===== src/iopb_pkg.sv =====
// Purpose: shared constants for the port and external bus block
// Assumes: one 50 MHz clock, synchronous active-high system reset
// Notes: port mode encodings are local to this block
package iopb_pkg;
  localparam int unsigned IOPB_CLK_HZ = 50_000_000;
  localparam int unsigned IOPB_RST_FILT_CLKS = 4;
  localparam int unsigned IOPB_RST_LATCH_CLKS = 5;
  localparam int unsigned IOPB_RST_HOLD_CLKS = 18;
  localparam logic [15:0] IOPB_START_ADDR = 16'h000C;
  localparam logic [15:0] IOPB_ROM_TOP = 16'h2000;
  localparam logic [15:0] IOPB_ONE_PAGE = 16'h0100;
  // first port nibble modes
  localparam logic [1:0] IOPB_NIB_IN = 2'h0;
  localparam logic [1:0] IOPB_NIB_OUT = 2'h1;
  localparam logic [1:0] IOPB_NIB_ADDR = 2'h2;
  // second port modes
  localparam logic [1:0] IOPB_BYTE_IN = 2'h0;
  localparam logic [1:0] IOPB_BYTE_OUT = 2'h1;
  localparam logic [1:0] IOPB_BYTE_BUS = 2'h2;
  typedef enum logic [3:0] {
    IOPB_BUS_IDLE = 4'h1,
    IOPB_BUS_ADDR = 4'h2,
    IOPB_BUS_STRB = 4'h4,
    IOPB_BUS_DONE = 4'h8
  } iopb_bus_e;
endpackage


===== src/iopb_rst_filt.sv =====
// Purpose: filters the external low-active reset and stretches the internal reset
// Assumes: reset pin already synchronous to i_clk
// Notes: short glitches never reach the core
`timescale 1ns/10ps
module iopb_rst_filt
  import iopb_pkg::*;
#(
  parameter int unsigned FILT = IOPB_RST_FILT_CLKS,
  parameter int unsigned HOLD = IOPB_RST_HOLD_CLKS
) (
  // clock and reset
  input wire logic i_clk,
  input wire logic i_sys_rst,
  // pin and result
  input wire logic i_ext_rst_n,
  output logic o_core_rst,
  output logic o_core_rst_rise
);
  initial begin
    if (FILT < 1 || HOLD < 1 || FILT >= 32 || HOLD >= 32) $error("iopb_rst_filt bad counts");
  end
  typedef struct packed {
    logic [4:0] low_cnt;
    logic [4:0] hold_cnt;
    logic rst;
  } iopb_rf_s;
  iopb_rf_s s_q, s_d;
  always_comb begin
    s_d = s_q;
    if (i_ext_rst_n) begin
      s_d.low_cnt = '0;
    end else if (s_q.low_cnt != 5'h1F) begin
      s_d.low_cnt = s_q.low_cnt + 5'h01;
    end
    // latch on the fifth clock of a low that outlived the filter
    if (!i_ext_rst_n && s_q.low_cnt == 5'(FILT)) begin
      s_d.rst = 1'b1;
      s_d.hold_cnt = 5'(HOLD);
    end else if (s_q.rst) begin
      if (s_q.hold_cnt != 5'h00) begin
        s_d.hold_cnt = s_q.hold_cnt - 5'h01;
      end
      // release only on an edge once both the count and the pin are done
      if ((s_q.hold_cnt <= 5'h01) && i_ext_rst_n) begin
        s_d.rst = 1'b0;
      end
    end
  end
  always_ff @(posedge i_clk) begin
    if (i_sys_rst) begin
      s_q <= '0;
    end else begin
      s_q <= s_d;
    end
  end
  assign o_core_rst = s_q.rst;
  assign o_core_rst_rise = s_d.rst && !s_q.rst;
endmodule


===== src/iopb_top.sv =====
// Purpose: three parallel ports, external memory bus, handshake lines, reset filter
// Assumes: core requests one transfer at a time; all pins synchronous to i_clk
// Notes: two-way pins are split into in, out and output enable
//////////////////////////////////////////////////////////////////////////////
//////////////////////////////////////////////////////////////////////////////
`timescale 1ns/10ps
module iopb_top
  import iopb_pkg::*;
#(
  parameter int unsigned EXT_WAIT = 2
) (
  // clock and reset
  input wire logic i_clk,
  input wire logic i_sys_rst,
  input wire logic i_ext_rst_n,
  input wire logic i_rom_disable_n,
  // core configuration
  input wire logic [1:0] i_lo_nib_mode,
  input wire logic [1:0] i_hi_nib_mode,
  input wire logic [1:0] i_byte_mode,
  input wire logic [7:0] i_bit_dir_out,
  input wire logic i_open_drain,
  input wire logic i_hs0_en,
  input wire logic i_hs1_en,
  input wire logic i_hs2_en,
  input wire logic i_share_en,
  input wire logic i_float_req,
  input wire logic i_ext_timing_clr,
  // core port data
  input wire logic [7:0] i_wr_p0,
  input wire logic [7:0] i_wr_p1,
  input wire logic [7:0] i_wr_p2,
  output logic [7:0] o_rd_p0,
  output logic [7:0] o_rd_p1,
  output logic [7:0] o_rd_p2,
  // core memory request
  input wire logic i_mem_req,
  input wire logic i_mem_wr,
  input wire logic [15:0] i_mem_addr,
  input wire logic [7:0] i_mem_wdata,
  output logic o_mem_ready,
  output logic [7:0] o_mem_rdata,
  output logic o_mem_internal,
  // core reset status
  output logic o_core_rst,
  output logic o_ext_timing,
  output logic [15:0] o_start_pc,
  // bus strobes
  output logic o_transfer_strobe_n,
  output logic o_addr_latch_strobe_n,
  output logic o_rd_wr_n,
  output logic o_strobe_oe,
  // port pins
  input wire logic [7:0] i_high_addr_port_lines,
  output logic [7:0] o_high_addr_port_lines,
  output logic [7:0] o_high_addr_port_oe,
  input wire logic [7:0] i_muxed_bus_port_lines,
  output logic [7:0] o_muxed_bus_port_lines,
  output logic [7:0] o_muxed_bus_port_oe,
  input wire logic [7:0] i_bit_io_port_lines,
  output logic [7:0] o_bit_io_port_lines,
  output logic [7:0] o_bit_io_port_oe,
  // control lines
  input wire logic i_ctl_line_1,
  input wire logic i_ctl_line_2,
  input wire logic i_ctl_line_3,
  output logic o_ctl_line_4,
  output logic o_ctl_line_5,
  output logic o_ctl_line_6
);
  initial begin
    if (EXT_WAIT < 1 || EXT_WAIT > 15) $error("iopb_top bad EXT_WAIT");
  end
  //////////////////////////////////////////////////////////////////////////////
  typedef struct packed {
    iopb_bus_e st;
    logic [3:0] wait_cnt;
    logic as_n;
    logic ds_n;
    logic rw_n;
    logic [7:0] p0_out;
    logic [7:0] p1_out;
    logic [7:0] rdata;
    logic ext_timing;
    logic rom_off;
    logic rst_as;
    logic [15:0] pc;
    logic [7:0] p0_in;
    logic [7:0] p1_in;
    logic [7:0] p2_in;
  } iopb_top_s;
  iopb_top_s s_q, s_d;
  logic core_rst;
  logic core_rst_rise;
  iopb_rst_filt #(
    .FILT(IOPB_RST_FILT_CLKS),
    .HOLD(IOPB_RST_HOLD_CLKS)
  ) u_rst_filt (
    .i_clk(i_clk),
    .i_sys_rst(i_sys_rst),
    .i_ext_rst_n(i_ext_rst_n),
    .o_core_rst(core_rst),
    .o_core_rst_rise(core_rst_rise)
  );
  //////////////////////////////////////////////////////////////////////////////
  logic [1:0] lo_mode, hi_mode, b_mode;
  logic floated, ext_addr, hs0_ok, hs0_in, hs2_in;
  always_comb begin
    // rom-disabled reset forces both nibbles to address until software clears extended timing
    lo_mode = s_q.rom_off && s_q.ext_timing ? IOPB_NIB_ADDR : i_lo_nib_mode;
    hi_mode = s_q.rom_off && s_q.ext_timing ? IOPB_NIB_ADDR : i_hi_nib_mode;
    b_mode = s_q.rom_off ? IOPB_BYTE_BUS : i_byte_mode;
    // float when software asks or when another master holds acknowledge
    floated = i_float_req || (i_share_en && i_ctl_line_3);
    // rom disabled sends every address out; otherwise only above the rom
    ext_addr = s_q.rom_off || (i_mem_addr >= IOPB_ROM_TOP);
    hs0_ok = i_hs0_en && (lo_mode == hi_mode) && (hi_mode != IOPB_NIB_ADDR);
    hs0_in = (hi_mode == IOPB_NIB_IN);
    hs2_in = !i_bit_dir_out[7];
  end
  //////////////////////////////////////////////////////////////////////////////
  always_comb begin
    s_d = s_q;
    s_d.p0_in = i_high_addr_port_lines;
    s_d.p1_in = i_muxed_bus_port_lines;
    s_d.p2_in = i_bit_io_port_lines;
    if (i_ext_timing_clr) begin
      s_d.ext_timing = 1'b0;
    end
    if (core_rst) begin
      // strobe held low, address strobe toggles once per clock during reset
      s_d.st = IOPB_BUS_IDLE;
      s_d.ds_n = 1'b0;
      s_d.as_n = 1'b1;
      s_d.rst_as = !s_q.rst_as;
      s_d.rw_n = 1'b1;
      s_d.pc = IOPB_START_ADDR;
      s_d.rom_off = !i_rom_disable_n;
      s_d.ext_timing = !i_rom_disable_n;
    end else begin
      s_d.rst_as = 1'b1;
      unique case (s_q.st)
        IOPB_BUS_IDLE: begin
          s_d.ds_n = 1'b1;
          s_d.as_n = 1'b1;
          if (i_mem_req && ext_addr && !floated) begin
            s_d.st = IOPB_BUS_ADDR;
            s_d.as_n = 1'b0;
            s_d.rw_n = !i_mem_wr;
            s_d.p0_out = i_mem_addr[15:8];
            s_d.p1_out = i_mem_addr[7:0];
            s_d.pc = i_mem_addr;
          end
        end
        IOPB_BUS_ADDR: begin
          // address strobe rises here with the address still on the bus
          s_d.as_n = 1'b1;
          s_d.ds_n = 1'b0;
          s_d.st = IOPB_BUS_STRB;
          s_d.wait_cnt = s_q.ext_timing ? 4'(EXT_WAIT) : 4'h0;
          if (!s_q.rw_n) begin
            s_d.p1_out = i_mem_wdata;
          end
        end
        IOPB_BUS_STRB: begin
          if (s_q.wait_cnt != 4'h0) begin
            s_d.wait_cnt = s_q.wait_cnt - 4'h1;
          end else begin
            // read data taken in the last cycle before the strobe rises
            s_d.rdata = i_muxed_bus_port_lines;
            s_d.ds_n = 1'b1;
            s_d.st = IOPB_BUS_DONE;
          end
        end
        IOPB_BUS_DONE: begin
          s_d.rw_n = 1'b1;
          s_d.st = IOPB_BUS_IDLE;
        end
        default: begin
          s_d.st = IOPB_BUS_IDLE;
        end
      endcase
    end
  end
  always_ff @(posedge i_clk) begin
    if (i_sys_rst) begin
      s_q <= '{
        st: IOPB_BUS_IDLE,
        wait_cnt: 4'h0,
        as_n: 1'b1,
        ds_n: 1'b1,
        rw_n: 1'b1,
        p0_out: 8'h00,
        p1_out: 8'h00,
        rdata: 8'h00,
        ext_timing: 1'b0,
        rom_off: 1'b0,
        rst_as: 1'b1,
        pc: IOPB_START_ADDR,
        p0_in: 8'h00,
        p1_in: 8'h00,
        p2_in: 8'h00
      };
    end else begin
      s_q <= s_d;
    end
  end
  //////////////////////////////////////////////////////////////////////////////
  logic bus_busy;
  assign bus_busy = (s_q.st != IOPB_BUS_IDLE);
  assign o_mem_ready = (s_q.st == IOPB_BUS_DONE) || (i_mem_req && !ext_addr && !core_rst);
  assign o_mem_rdata = s_q.rdata;
  assign o_mem_internal = !ext_addr;
  assign o_core_rst = core_rst;
  assign o_ext_timing = s_q.ext_timing;
  assign o_start_pc = s_q.pc;
  assign o_transfer_strobe_n = s_q.ds_n;
  assign o_addr_latch_strobe_n = core_rst ? s_q.rst_as : s_q.as_n;
  assign o_rd_wr_n = s_q.rw_n;
  assign o_strobe_oe = !floated || core_rst;
  // first port: each nibble io or address
  logic [7:0] p0_pin, p0_oe;
  always_comb begin
    p0_pin = i_wr_p0;
    p0_oe = 8'h00;
    if (hi_mode == IOPB_NIB_ADDR) begin
      // upper nibble carries the top address bits whenever its mode is address, released while floated
      p0_pin[7:4] = s_q.p0_out[7:4];
      p0_oe[7:4] = {4{!floated}};
    end else if (hi_mode == IOPB_NIB_OUT) begin
      p0_oe[7:4] = 4'hF;
    end
    if (lo_mode == IOPB_NIB_ADDR) begin
      p0_pin[3:0] = s_q.p0_out[3:0];
      p0_oe[3:0] = {4{!floated}};
    end else if (lo_mode == IOPB_NIB_OUT) begin
      p0_oe[3:0] = 4'hF;
    end
  end
  assign o_high_addr_port_lines = p0_pin;
  assign o_high_addr_port_oe = p0_oe;
  assign o_rd_p0 = s_q.p0_in;
  // second port: byte io or multiplexed address then data
  assign o_muxed_bus_port_lines = (b_mode == IOPB_BYTE_BUS) ? s_q.p1_out : i_wr_p1;
  assign o_muxed_bus_port_oe = {8{(b_mode == IOPB_BYTE_OUT) || (b_mode == IOPB_BYTE_BUS &&
    !floated && bus_busy && (s_q.st == IOPB_BUS_ADDR || !s_q.rw_n || !s_q.as_n))}};
  assign o_rd_p1 = s_q.p1_in;
  // third port: always io, open drain drives only the low level
  genvar gi;
  generate
    for (gi = 0; gi < 8; gi++) begin : g_bit
      assign o_bit_io_port_lines[gi] = i_open_drain ? 1'b0 : i_wr_p2[gi];
      assign o_bit_io_port_oe[gi] = i_bit_dir_out[gi] && (!i_open_drain || !i_wr_p2[gi]);
    end
  endgenerate
  assign o_rd_p2 = s_q.p2_in;
  // handshake outputs: output direction drives data available low, input drives ready
  logic hs0_line, hs1_line, hs2_line;
  always_comb begin
    hs0_line = 1'b1;
    hs1_line = 1'b1;
    hs2_line = 1'b1;
    if (hs0_ok) begin
      hs0_line = hs0_in;
    end
    if (i_share_en) begin
      // request is a level held low while the core wants the bus, not a pulse
      hs1_line = !i_mem_req;
    end else if (i_hs1_en) begin
      hs1_line = (b_mode != IOPB_BYTE_OUT);
    end
    if (i_hs2_en) begin
      hs2_line = hs2_in;
    end
  end
  assign o_ctl_line_5 = hs0_line;
  assign o_ctl_line_4 = hs1_line;
  assign o_ctl_line_6 = hs2_line;
  // lines 1 and 2 only matter for sequenced handshakes, which static levels never need
  logic unused_in;
  assign unused_in = i_ctl_line_1 ^ i_ctl_line_2 ^ core_rst_rise;
endmodule


===== config.mk =====
export PLATFORM = sky130hd
export DESIGN_NAME = iopb_top
export DESIGN_NICKNAME = d
export VERILOG_FILES = /design/src/iopb_pkg.sv /design/src/iopb_rst_filt.sv /design/src/iopb_top.sv
export SDC_FILE = /design/constraint.sdc
export NUM_CORES = 1
export LEC_CHECK = 0
export BUFFER_PORTS_ARGS = -buffer_cell sky130_fd_sc_hd__buf_2
export CORE_ASPECT_RATIO = 1.5
export CORE_UTILIZATION = 40
export CTS_CLUSTER_SIZE = 25
export DETAILED_ROUTE_END_ITERATION = 6
export PLACE_DENSITY = 0.74
export RECOVER_POWER = 50
export SYNTH_ARGS = -nofsm -noshare
export SYNTH_HDL_FRONTEND = slang
export SYNTH_SLANG_ARGS = --single-unit

===== constraint.sdc =====
create_clock -name i_clk -period 2 [get_ports i_clk]
set_input_delay 0.3 -clock i_clk [delete_from_list [all_inputs] [get_ports i_clk]]
set_output_delay 0.3 -clock i_clk [all_outputs]
set_load 0.03 [all_outputs]

Word level (Yosys, flattened, before mapping)

Index checks and enable logic that the tools add are counted.

Register bits after elaboration: 89
Output and inout port bits: 107
Word-level logic and storage cells: 171

Add/sub/neg operators: 3
$lt $le $gt $ge: 2
Eq/ne operators: 21
Muxes and demuxes: 44
Bitwise gates (word level): 2
Reductions and logical operators: 80

Operators with widths:

| kind                   | number |
|---|---|
| $mux W4                | 9 |
| $logic_and A1 B1 Y1    | 21 |
| $logic_not A1 Y1       | 20 |
| $mux W1                | 17 |
| $mux W17               | 1 |
| $ge A16 B14 Y1 const B | 1 |
| $mux W8                | 2 |
| $pmux W8 S2            | 1 |
| $logic_or A1 B1 Y1     | 15 |
| $mux W2                | 6 |
| $mux W6                | 2 |
| $pmux W4 S3            | 1 |
| $reduce_and A2 Y1      | 6 |
| $reduce_bool A2 Y1     | 6 |
| $ne A2 B2 Y1 const B   | 5 |
| $reduce_and A3 Y1      | 3 |
| $pmux W4 S2            | 1 |
| $reduce_bool A4 Y1     | 2 |
| $reduce_or A2 Y1       | 4 |
| $eq A2 B1 Y1 const B   | 3 |
| $eq A2 B2 Y1 const B   | 3 |
| $add A5 B1 Y5 const B  | 1 |
| $eq A5 B3 Y1 const B   | 1 |
| $le A5 B1 Y1 const B   | 1 |
| other kinds (18)       | 20 |

Depth between registers and ports, before layout

Gate-level depths: netlist (run 1).

Word-level depth: 7
Gate-level depth with buffers: 7
Mapped depth without buffers: 6

Cells and area by module

Synthesis (run 1) repeated with hierarchy kept, for this count alone.

Cell total of the unflattened synthesis: 481
Area, all modules: 4347.9 µm²

By module, submodules not included:

| module        | instances | cells each | area an instance (µm²) | seq. area each (µm²) |
|---|---|---|---|---|
| iopb_top      | 1         | 415        | 3743.6                 | 1561.5 |
| iopb_rst_filt | 1         | 66         | 604.3                  | 220.2 |

Worst setup path before layout (run 1)

No wires, ideal clock.

Kind: reg-to-output
From: register s_q[76] in the netlist's numbering
To: output o_muxed_bus_port_oe[1]
Data arrival time: 2.375 ns
Data required time: 1.700 ns
Path slack: -0.675 ns
Cell stages (with the launch flop): 6
Buffers on the path: 2
Path through: dfxtp_1 -> buf_2 -> or4b_1 -> a311o_1 -> o21ai_1 -> buf_4

Cells in the longest elaborated chain, start to end: 5
Elaborated cells on any way between the ends: 7
Classes of those cells: eq/ne (2); reduce/logical (5)

RTL lines:

| element                          | line            | RTL |
|---|---|---|
| start, declared                  | iopb_top.sv:92  | `iopb_top_s s_q, s_d;` |
| start signal, assigned           | iopb_top.sv:187 | `s_q <= '{` |
| $eq A4 B2 Y1                     | iopb_top.sv:246 | `!floated && bus_busy && (s_q.st == IOPB_BUS_ADDR \|\| !s_q.rw_n \|\| !s_q.as_n))}};` |
| $logic_or A1 B1 Y1 (2 in series) | iopb_top.sv:246 |  |
| $logic_and A1 B1 Y1 (*)          | iopb_top.sv:246 |  |
| $logic_or A1 B1 Y1 (*)           | iopb_top.sv:245 | `assign o_muxed_bus_port_oe = {8{(b_mode == IOPB_BYTE_OUT) \|\| (b_mode == IOPB_BYTE_BUS &&` |
| end, declared                    | iopb_top.sv:59  | `output logic [7:0] o_muxed_bus_port_oe,` |

Every way passes the cells marked *; elsewhere a longest branch is shown, timed or not.

Worst setup path in the final report (run 1)

From: register s_q[74] in the netlist's numbering
To: output o_muxed_bus_port_oe[5]

The elaborated chain is that of the path after synthesis.

==> reports/qor.yml, run 1 <==
outcome: "finished, violations left"
violations: "negative setup slack"
cts_num_sinks: 89
drc: 0
cts_hold_buf: 0
synth-compound-area-share_pct: 13.4
rsz0062_at_grt: "true"
cp_max_fo: 8
synth_top_family_by_area: "simple AND/OR/NAND/NOR gates"
antennaDiodeCount: 0
worst_pin_slew_ps: 1240
path_cells: "or4b_4 > a311o_1 > o21ai_4 > buf_12 > buf_6"
drtIter0Drc: 108
dieArea_um2: 11300
yosys.area.top_type: "dfxtp_1"
synthFlopType: "dfxtp_1"
r2r_end: "o_transfer_strobe_n$_SDFFE_PP1P_"
setup_viol: 9
clk_latency_ps: 330
cpPeakStageDelay_ps: 540
hp-class: "in2reg"
finalHoldViolations: 0
wirelength_mm: 11.0
synthSimpleGateAreaFrac_pct: 20.3
finish.utilization_pct: 52.0
post_drt_via_cell_ratio: 5.01
wl_per_cell_um: 14.0
fin_crit_sh_pct: 111
vias: 3938
die_h_um: 130
r2r_start: "s_q[70]$_SDFFE_PP0P_"
p_leak_nw: 2.27
reg2reg_slack_ps: 100
dpl_cell_area_um2: 5180
slew-limit-headroom_pct: 17.0
hpwl_mm: 8.53
drtPass1Iterations: 4
layout-drive-gt1-share_pct: 33.6
fmax_ghz: 0.449
irDropWorstVdd_uv: 458
start_util_pct: 41.0
core_um2: 10600
avgSynthCellArea_um2: 8.95
synth_area_um2: 4340
slew_violations: 0
synth-adder-area-share_pct: 2.02
cts-buffers-inserted: 9
worst_slack_ps: -227
cap_violations: 0
syn_inst: 485
syn_nets: 594
clock_path_buffers: 2
start_kind: "register"
fin_worst_skew_ps: 4.88
hold_path_startpoint: "i_bit_io_port_lines[0]"
crit_family: "simple AND/OR/NAND/NOR gates"
synth_area_leaders: "dfxtp_1 (41%), buf_4 (11%), nor2b_1 (4.9%)"
routabilityCongestion: 0.844
design_area_um2: 5510
path_buf_inv: 2
path_clk_slew_ps: 60
post-place-ws_ps: 35.1
synth_edf_count: 0
row_count: 46
required_ps: 1700
period_needed_ps: 2230
critPathArrivalTime_ps: 1930
netlist.area_leader.share_pct: 41.0
syn2layout_area_growth_pct: 26.8
grt_max_degree: 33
slowest_stage: "or4b_4"
htree_num_levels: 3
yosysSeqAreaShare_pct: 41.0
io_pins: 209
synth_most_common_cell: "dfxtp_1"
track_usage_pct: 19.6
powerDensity_nw_per_um2: 781
grt-ovfl-total: 0
grt_pass1_vias: 3765
critPathCaptureType: "primary output"
synth_commonest_cells: "dfxtp_1 (89), buf_4 (62), nand2_1 (48)"
cts_root_buf: "clkbuf_16"
fin_nets: 746
antenna_found_initial: 0
hold_path_end: "o_rd_p2[0]$_SDFF_PP0_"
worst-r2r-cell-count: 6
synth_warnings: 0
fp.dieW_um: 87.1
synth-async-reset-ratio_pct: 0
synthXorXnorAreaFrac_pct: 1.41
antenna_left: 0
grt_pass1_wl_mm: 17.0
ys_ff_latch: 89
port_buffers: 206
nFillCells: 1055
cts_tree: "yes"
synth_cell_types: 51
hold_depth: 2
crit_type: "reg2out"
synth_mux_area_share_pct: 7.43
==> cell usage in the layout, fill, tap and decap left out, types with 14 or more instances in the layout <==
cell type,synthesis,final
nor2b_1,34,34
buf_4,62,19
dfxtp_1,89,88
nand2_1,48,47
a211oi_1,17,17
buf_2,5,134
a21oi_1,35,35
nor2_1,20,20
mux2_2,18,18
nand3_1,14,14
clkbuf_1,17,65
==> metal layers <==
metal | wire (um) | vias up | GRT usage, %
met3 | 625 | 21 | 3.44
met2 | 5950 | 150 | 36.8
met4 | 310 | 0 | 11.8
li1 | - | 1912 | -
met5 | 0 | - | 0
met1 | 4120 | 1855 | 19.7
==> stage by stage <==
step / power, mW / instances / TNS, ps / hold WS [ps]
final: 4.30 / 786 / -1800 / 177
after global placement: 2.61 / 769 / 0 / 384
after floorplan: 2.43 / 485 / -1850 / 377
after CTS: 4.36 / 786 / -2010 / 164
after global routing: 4.48 / 786 / -3070 / 168
after detailed placement: 2.62 / 769 / 0 / 391
==> state kept, by name, indices dropped and copies added, names as in the netlist <==
name / cells
o_ext_timing: 1
o_mem_rdata: 8
o_rd_p0: 8
o_rd_p1: 8
o_rd_p2: 8
o_rd_wr_n: 1
o_start_pc: 16
o_transfer_strobe_n: 1
s_q: 27
u_rst_filt.o_core_rst: 1
u_rst_filt.s_q: 10
==> how the worst max path moves through the flow <==
stage	slack (ps)	endpoint	cells past startpoint	start
2_1_floorplan	-260	o_muxed_bus_port_oe[1]	5	s_q[74]$_SDFFE_PP1P_
6_report	-230	o_muxed_bus_port_oe[5]	5	s_q[74]$_SDFFE_PP1P_
3_3_place_gp	50	o_muxed_bus_port_oe[4]	4	s_q[74]$_SDFFE_PP1P_
5_1_grt	-290	o_muxed_bus_port_oe[5]	5	s_q[74]$_SDFFE_PP1P_
4_1_cts	-250	o_muxed_bus_port_oe[5]	5	s_q[74]$_SDFFE_PP1P_
3_5_place_dp	40	o_transfer_strobe_n$_SDFFE_PP1P_	6	s_q[70]$_SDFFE_PP0P_
==> cells by family after synthesis <==
family                     Yosys count
DFF                                 89
xor gates and xnor gates             7
and+or+nand+nor                    159
muxes                               30
AOI/OAI and AO/OA                   93
adders and majority gates            7
buffers and inverters              100
==> layout make-up <==
type / instances / area (um2) / area share [%]
sequential: 89 / 1780 / 32.4
clock buffer: 12 / 256 / 4.66
tap: 144 / 180 / 3.27
timing repair buffer: 228 / 1200 / 21.9
multi-input combinational: 296 / 1980 / 36.0
clock inverter: 4 / 51.3 / 0.932
inverter: 13 / 48.8 / 0.886
==> repair_timing <==
item	4_1_cts	5_1_grt
endpoints found under the setup margin	29	26
pin swaps	2	0
resized for setup	21	4
buffers inserted	1	0
==> power breakdown <==
part | total, mW | internal, mW | leakage [nW] | switching (mW)
Sequential | 1.87 | 1.84 | 0.728 | 0.0304
Clock | 1.71 | 1.04 | 0.149 | 0.673
Combinational | 0.721 | 0.261 | 1.40 | 0.460
Total | 4.30 | 3.14 | 2.27 | 1.16
(Power assumes the default switching activity.)
==> run 2: changes to the inputs <==
--- a/config.mk
+++ b/config.mk
@@ -5,12 +5,13 @@
 export SDC_FILE = /design/constraint.sdc
 export NUM_CORES = 1
 export LEC_CHECK = 0
+export ABC_AREA = 1
 export BUFFER_PORTS_ARGS = -buffer_cell sky130_fd_sc_hd__buf_2
 export CORE_ASPECT_RATIO = 1.5
 export CORE_UTILIZATION = 40
 export CTS_CLUSTER_SIZE = 25
 export DETAILED_ROUTE_END_ITERATION = 6
-export PLACE_DENSITY = 0.74
+export PLACE_DENSITY = 0.73
 export RECOVER_POWER = 50
 export SYNTH_ARGS = -nofsm -noshare
 export SYNTH_HDL_FRONTEND = slang
==> run 2 against run 1 <==
Against the previous run: the run now ends clean; sequential power barely moved; clock power down 5%; total power rose by 0.61%; highest routed layer unchanged.
==> reports/qor.yml, run 2 <==
die_h_um: 132  # +1.7%
synth-async-reset-ratio_pct: 0  # unchanged
antennaDiodeCount: 0  # unchanged
cts_root_buf: "clkbuf_16"
fp.dieW_um: 88.6  # +1.7%
r2r_start: "s_q[41]$_SDFFE_PP0P_"
layout-drive-gt1-share_pct: 24.6  # -9.0 points
row_count: 47  # +2.2%
synth_most_common_cell: "nand2_1"
hold_path_startpoint: "i_ext_timing_clr"
syn_nets: 737  # +24%
yosysSeqAreaShare_pct: 39.6  # -1.4 points
cts_num_sinks: 89  # unchanged
critPathCaptureType: "primary output"
finish.utilization_pct: 49.6  # -2.4 points
worst_pin_slew_ps: 795  # -449 ps
cp-startpoint: "o_ext_timing$_SDFFE_PP0P_"
layout_common_cells: "nand2_1 (135), buf_2 (131), inv_1 (88), dfxtp_1 (88), nor2_1 (73)"
start_kind: "register"
io_pins: 209  # unchanged
wirelength_mm: 10.4  # -5.6%
cts_setup_buffers: 0  # -1
netlist.area_leader.share_pct: 39.6  # -1.4 points
dieArea_um2: 11700  # +3.5%
layout_commonest_cell: "nand2_1"
p_leak_nw: 2.70  # +19%
cts_hold_buf: 0  # unchanged
post_drt_via_cell_ratio: 4.50  # -10%
hpwl_mm: 8.13  # -4.6%
critPathArrivalTime_ps: 1570  # -360 ps
irDropWorstVdd_uv: 381  # -17%
synth_commonest_cells: "nand2_1 (134), dfxtp_1 (89), inv_1 (89)"
grt_pass1_vias: 3645  # -3.2%
rsz0062_at_grt: "true"
cap_violations: 0  # unchanged
holdWs_ps: 153  # -24.4 ps
grt-ovfl-total: 0  # unchanged
cp_max_fo: 8  # unchanged
path_clk_slew_ps: 70  # about the same
dp_cells: 914  # +19%
antenna_left: 0  # unchanged
setup_viol: 0  # -9
period_needed_ps: 1870  # -362 ps
synth_warnings: 0  # unchanged
synth_area_um2: 4500  # +3.5%
cts_tree: "yes"
antenna_found_initial: 0  # unchanged
yosys.area.top_type: "dfxtp_1"
cts-buffers-inserted: 9  # unchanged
vias: 4187  # +6.3%
drtIter0Drc: 141  # +31%
core_um2: 11000  # +3.8%
ys_ff_latch: 89  # unchanged
grt_pass1_wl_mm: 16.1  # -5.5%
clock_path_buffers: 2  # unchanged
htree_num_levels: 3  # unchanged
drc: 0  # unchanged
syn2layout_area_growth_pct: 21.2
syn_inst: 628  # +29%
crit_type: "reg2out"
synth_edf_count: 0  # unchanged
dpl_cell_area_um2: 5230  # +0.94%
fmax_ghz: 0.536  # +19%
avgSynthCellArea_um2: 7.16  # -20%
fin_nets: 887  # +19%
post-place-ws_ps: 360  # +325 ps
track_usage_pct: 17.5  # -2.1 points
regMostFlops: "s_q"
largest_register_ffs: 27  # unchanged
synth_cell_types: 39  # -24%
hp-class: "in2reg"
fin_worst_skew_ps: 11.9  # +7.03 ps
start_util_pct: 40.9  # -0.13 points
synthFlopType: "dfxtp_1"
finalNonFillerCells: 930  # +18%
port_buffers: 206  # unchanged
slew_violations: 0  # unchanged
fin_crit_sh_pct: 93.3  # -18 points
design_area_um2: 5450  # -1.0%
finalHoldViolations: 0  # unchanged
wl_per_cell_um: 11.2  # -20%
powerDensity_nw_per_um2: 793  # +1.6%
grt_max_degree: 20  # -39%
synth_area_leaders: "dfxtp_1 (40%), nand2_1 (11%), buf_4 (10%)"
slew-limit-headroom_pct: 47.0  # +30 points
required_ps: 1700  # about the same
outcome: "completed"
clk_latency_ps: 340  # about the same
drtPass1Iterations: 5  # +1
routabilityCongestion: 0.787  # -6.8%
worst_slack_ps: 135  # +362 ps
nFillCells: 1167  # +11%
run 2: changes by cell type after synthesis, moves of 5 or more:
cell	change
nand2_1	+86
nor2_4	+5
inv_1	+76
nand2_2	+5
clkbuf_1	-11
mux2_2	-18
a211oi_1	-15
nor2b_1	-34
nor2_1	+53
a22oi_1	-8
or3_1	-5
o21ai_0	+30
mux2i_1	-12
run 2: area by class of cell:
cell class / instances / area (um2) / area share (%)
clock buffer: 10 / 229 / 4.20
inverter: 95 / 357 / 6.54
tap: 147 / 184 / 3.37
timing repair buffer: 216 / 1030 / 19.0
clock inverter: 6 / 53.8 / 0.987
sequential: 89 / 1780 / 32.7
multi-input combinational: 367 / 1810 / 33.2
run 2: critical path, stage by stage (launching register included):
cell and delay [ps]:
dfxtp_2 350, nand2_1 120, inv_1 100, a21oi_2 160, buf_4 180, nand2_1 50
o21ai_0 60, buf_2 210
run 2: metrics by stage:
step	power (mW)	setup TNS [ps]
global route	4.53	-88.7
detailed placement	2.76	0
floorplan	2.56	0
finish	4.32	0
global placement	2.75	0
CTS	4.38	0
run 2: logic make-up (layout without fill, tap and decap cells):
group	count (synthesis)	count (layout)	share of synthesized area [%]
buffers and inverters	172	327	20.6
adder cells (fa/ha/maj)	7	7	1.95
flip-flops	89	89	39.6
AO/OA/AOI/OAI	98	98	12.1
XOR/XNOR	1	1	0.195
AND/OR/NAND/NOR	261	261	25.5
run 2: timing repair:
| item | in CTS | in global routing |
|---|---|---|
| cloned | 0 | 0 |
| setup endpoints to repair | 1 | 31 |
| pin swaps | 0 | 1 |
| resized for setup | 1 | 18 |
run 2: routing by layer:
| metal | GRT usage (%) | vias up | wire length, um |
|---|---|---|---|
| met2 | 35.0 | 142 | 5790 |
| met3 | 3.32 | 11 | 496 |
| li1 | - | 2186 | - |
| met1 | 17.0 | 1848 | 3970 |
| met5 | 0 | - | 0 |
| met4 | 5.47 | 0 | 127 |
run 2: worst paths after layout:
path / depth (start not counted) / slack, ps / end
worst max-delay path: 7 / 130 / o_high_addr_port_lines[3]
worst min register to register: 1 / 410 / s_q[40]$_SDFF_PP1_
worst min-delay path: 2 / 150 / o_ext_timing$_SDFFE_PP0P_
worst max register to register: 9 / 300 / s_q[66]$_SDFFE_PP0P_
run 2: where the power goes:
| group | leakage (nW) | switching, mW | internal, mW |
|---|---|---|---|
| clock | 0.136 | 0.749 | 0.870 |
| sequential | 0.729 | 0.0288 | 1.86 |
| combinational | 1.83 | 0.563 | 0.258 |
| total | 2.70 | 1.34 | 2.98 |
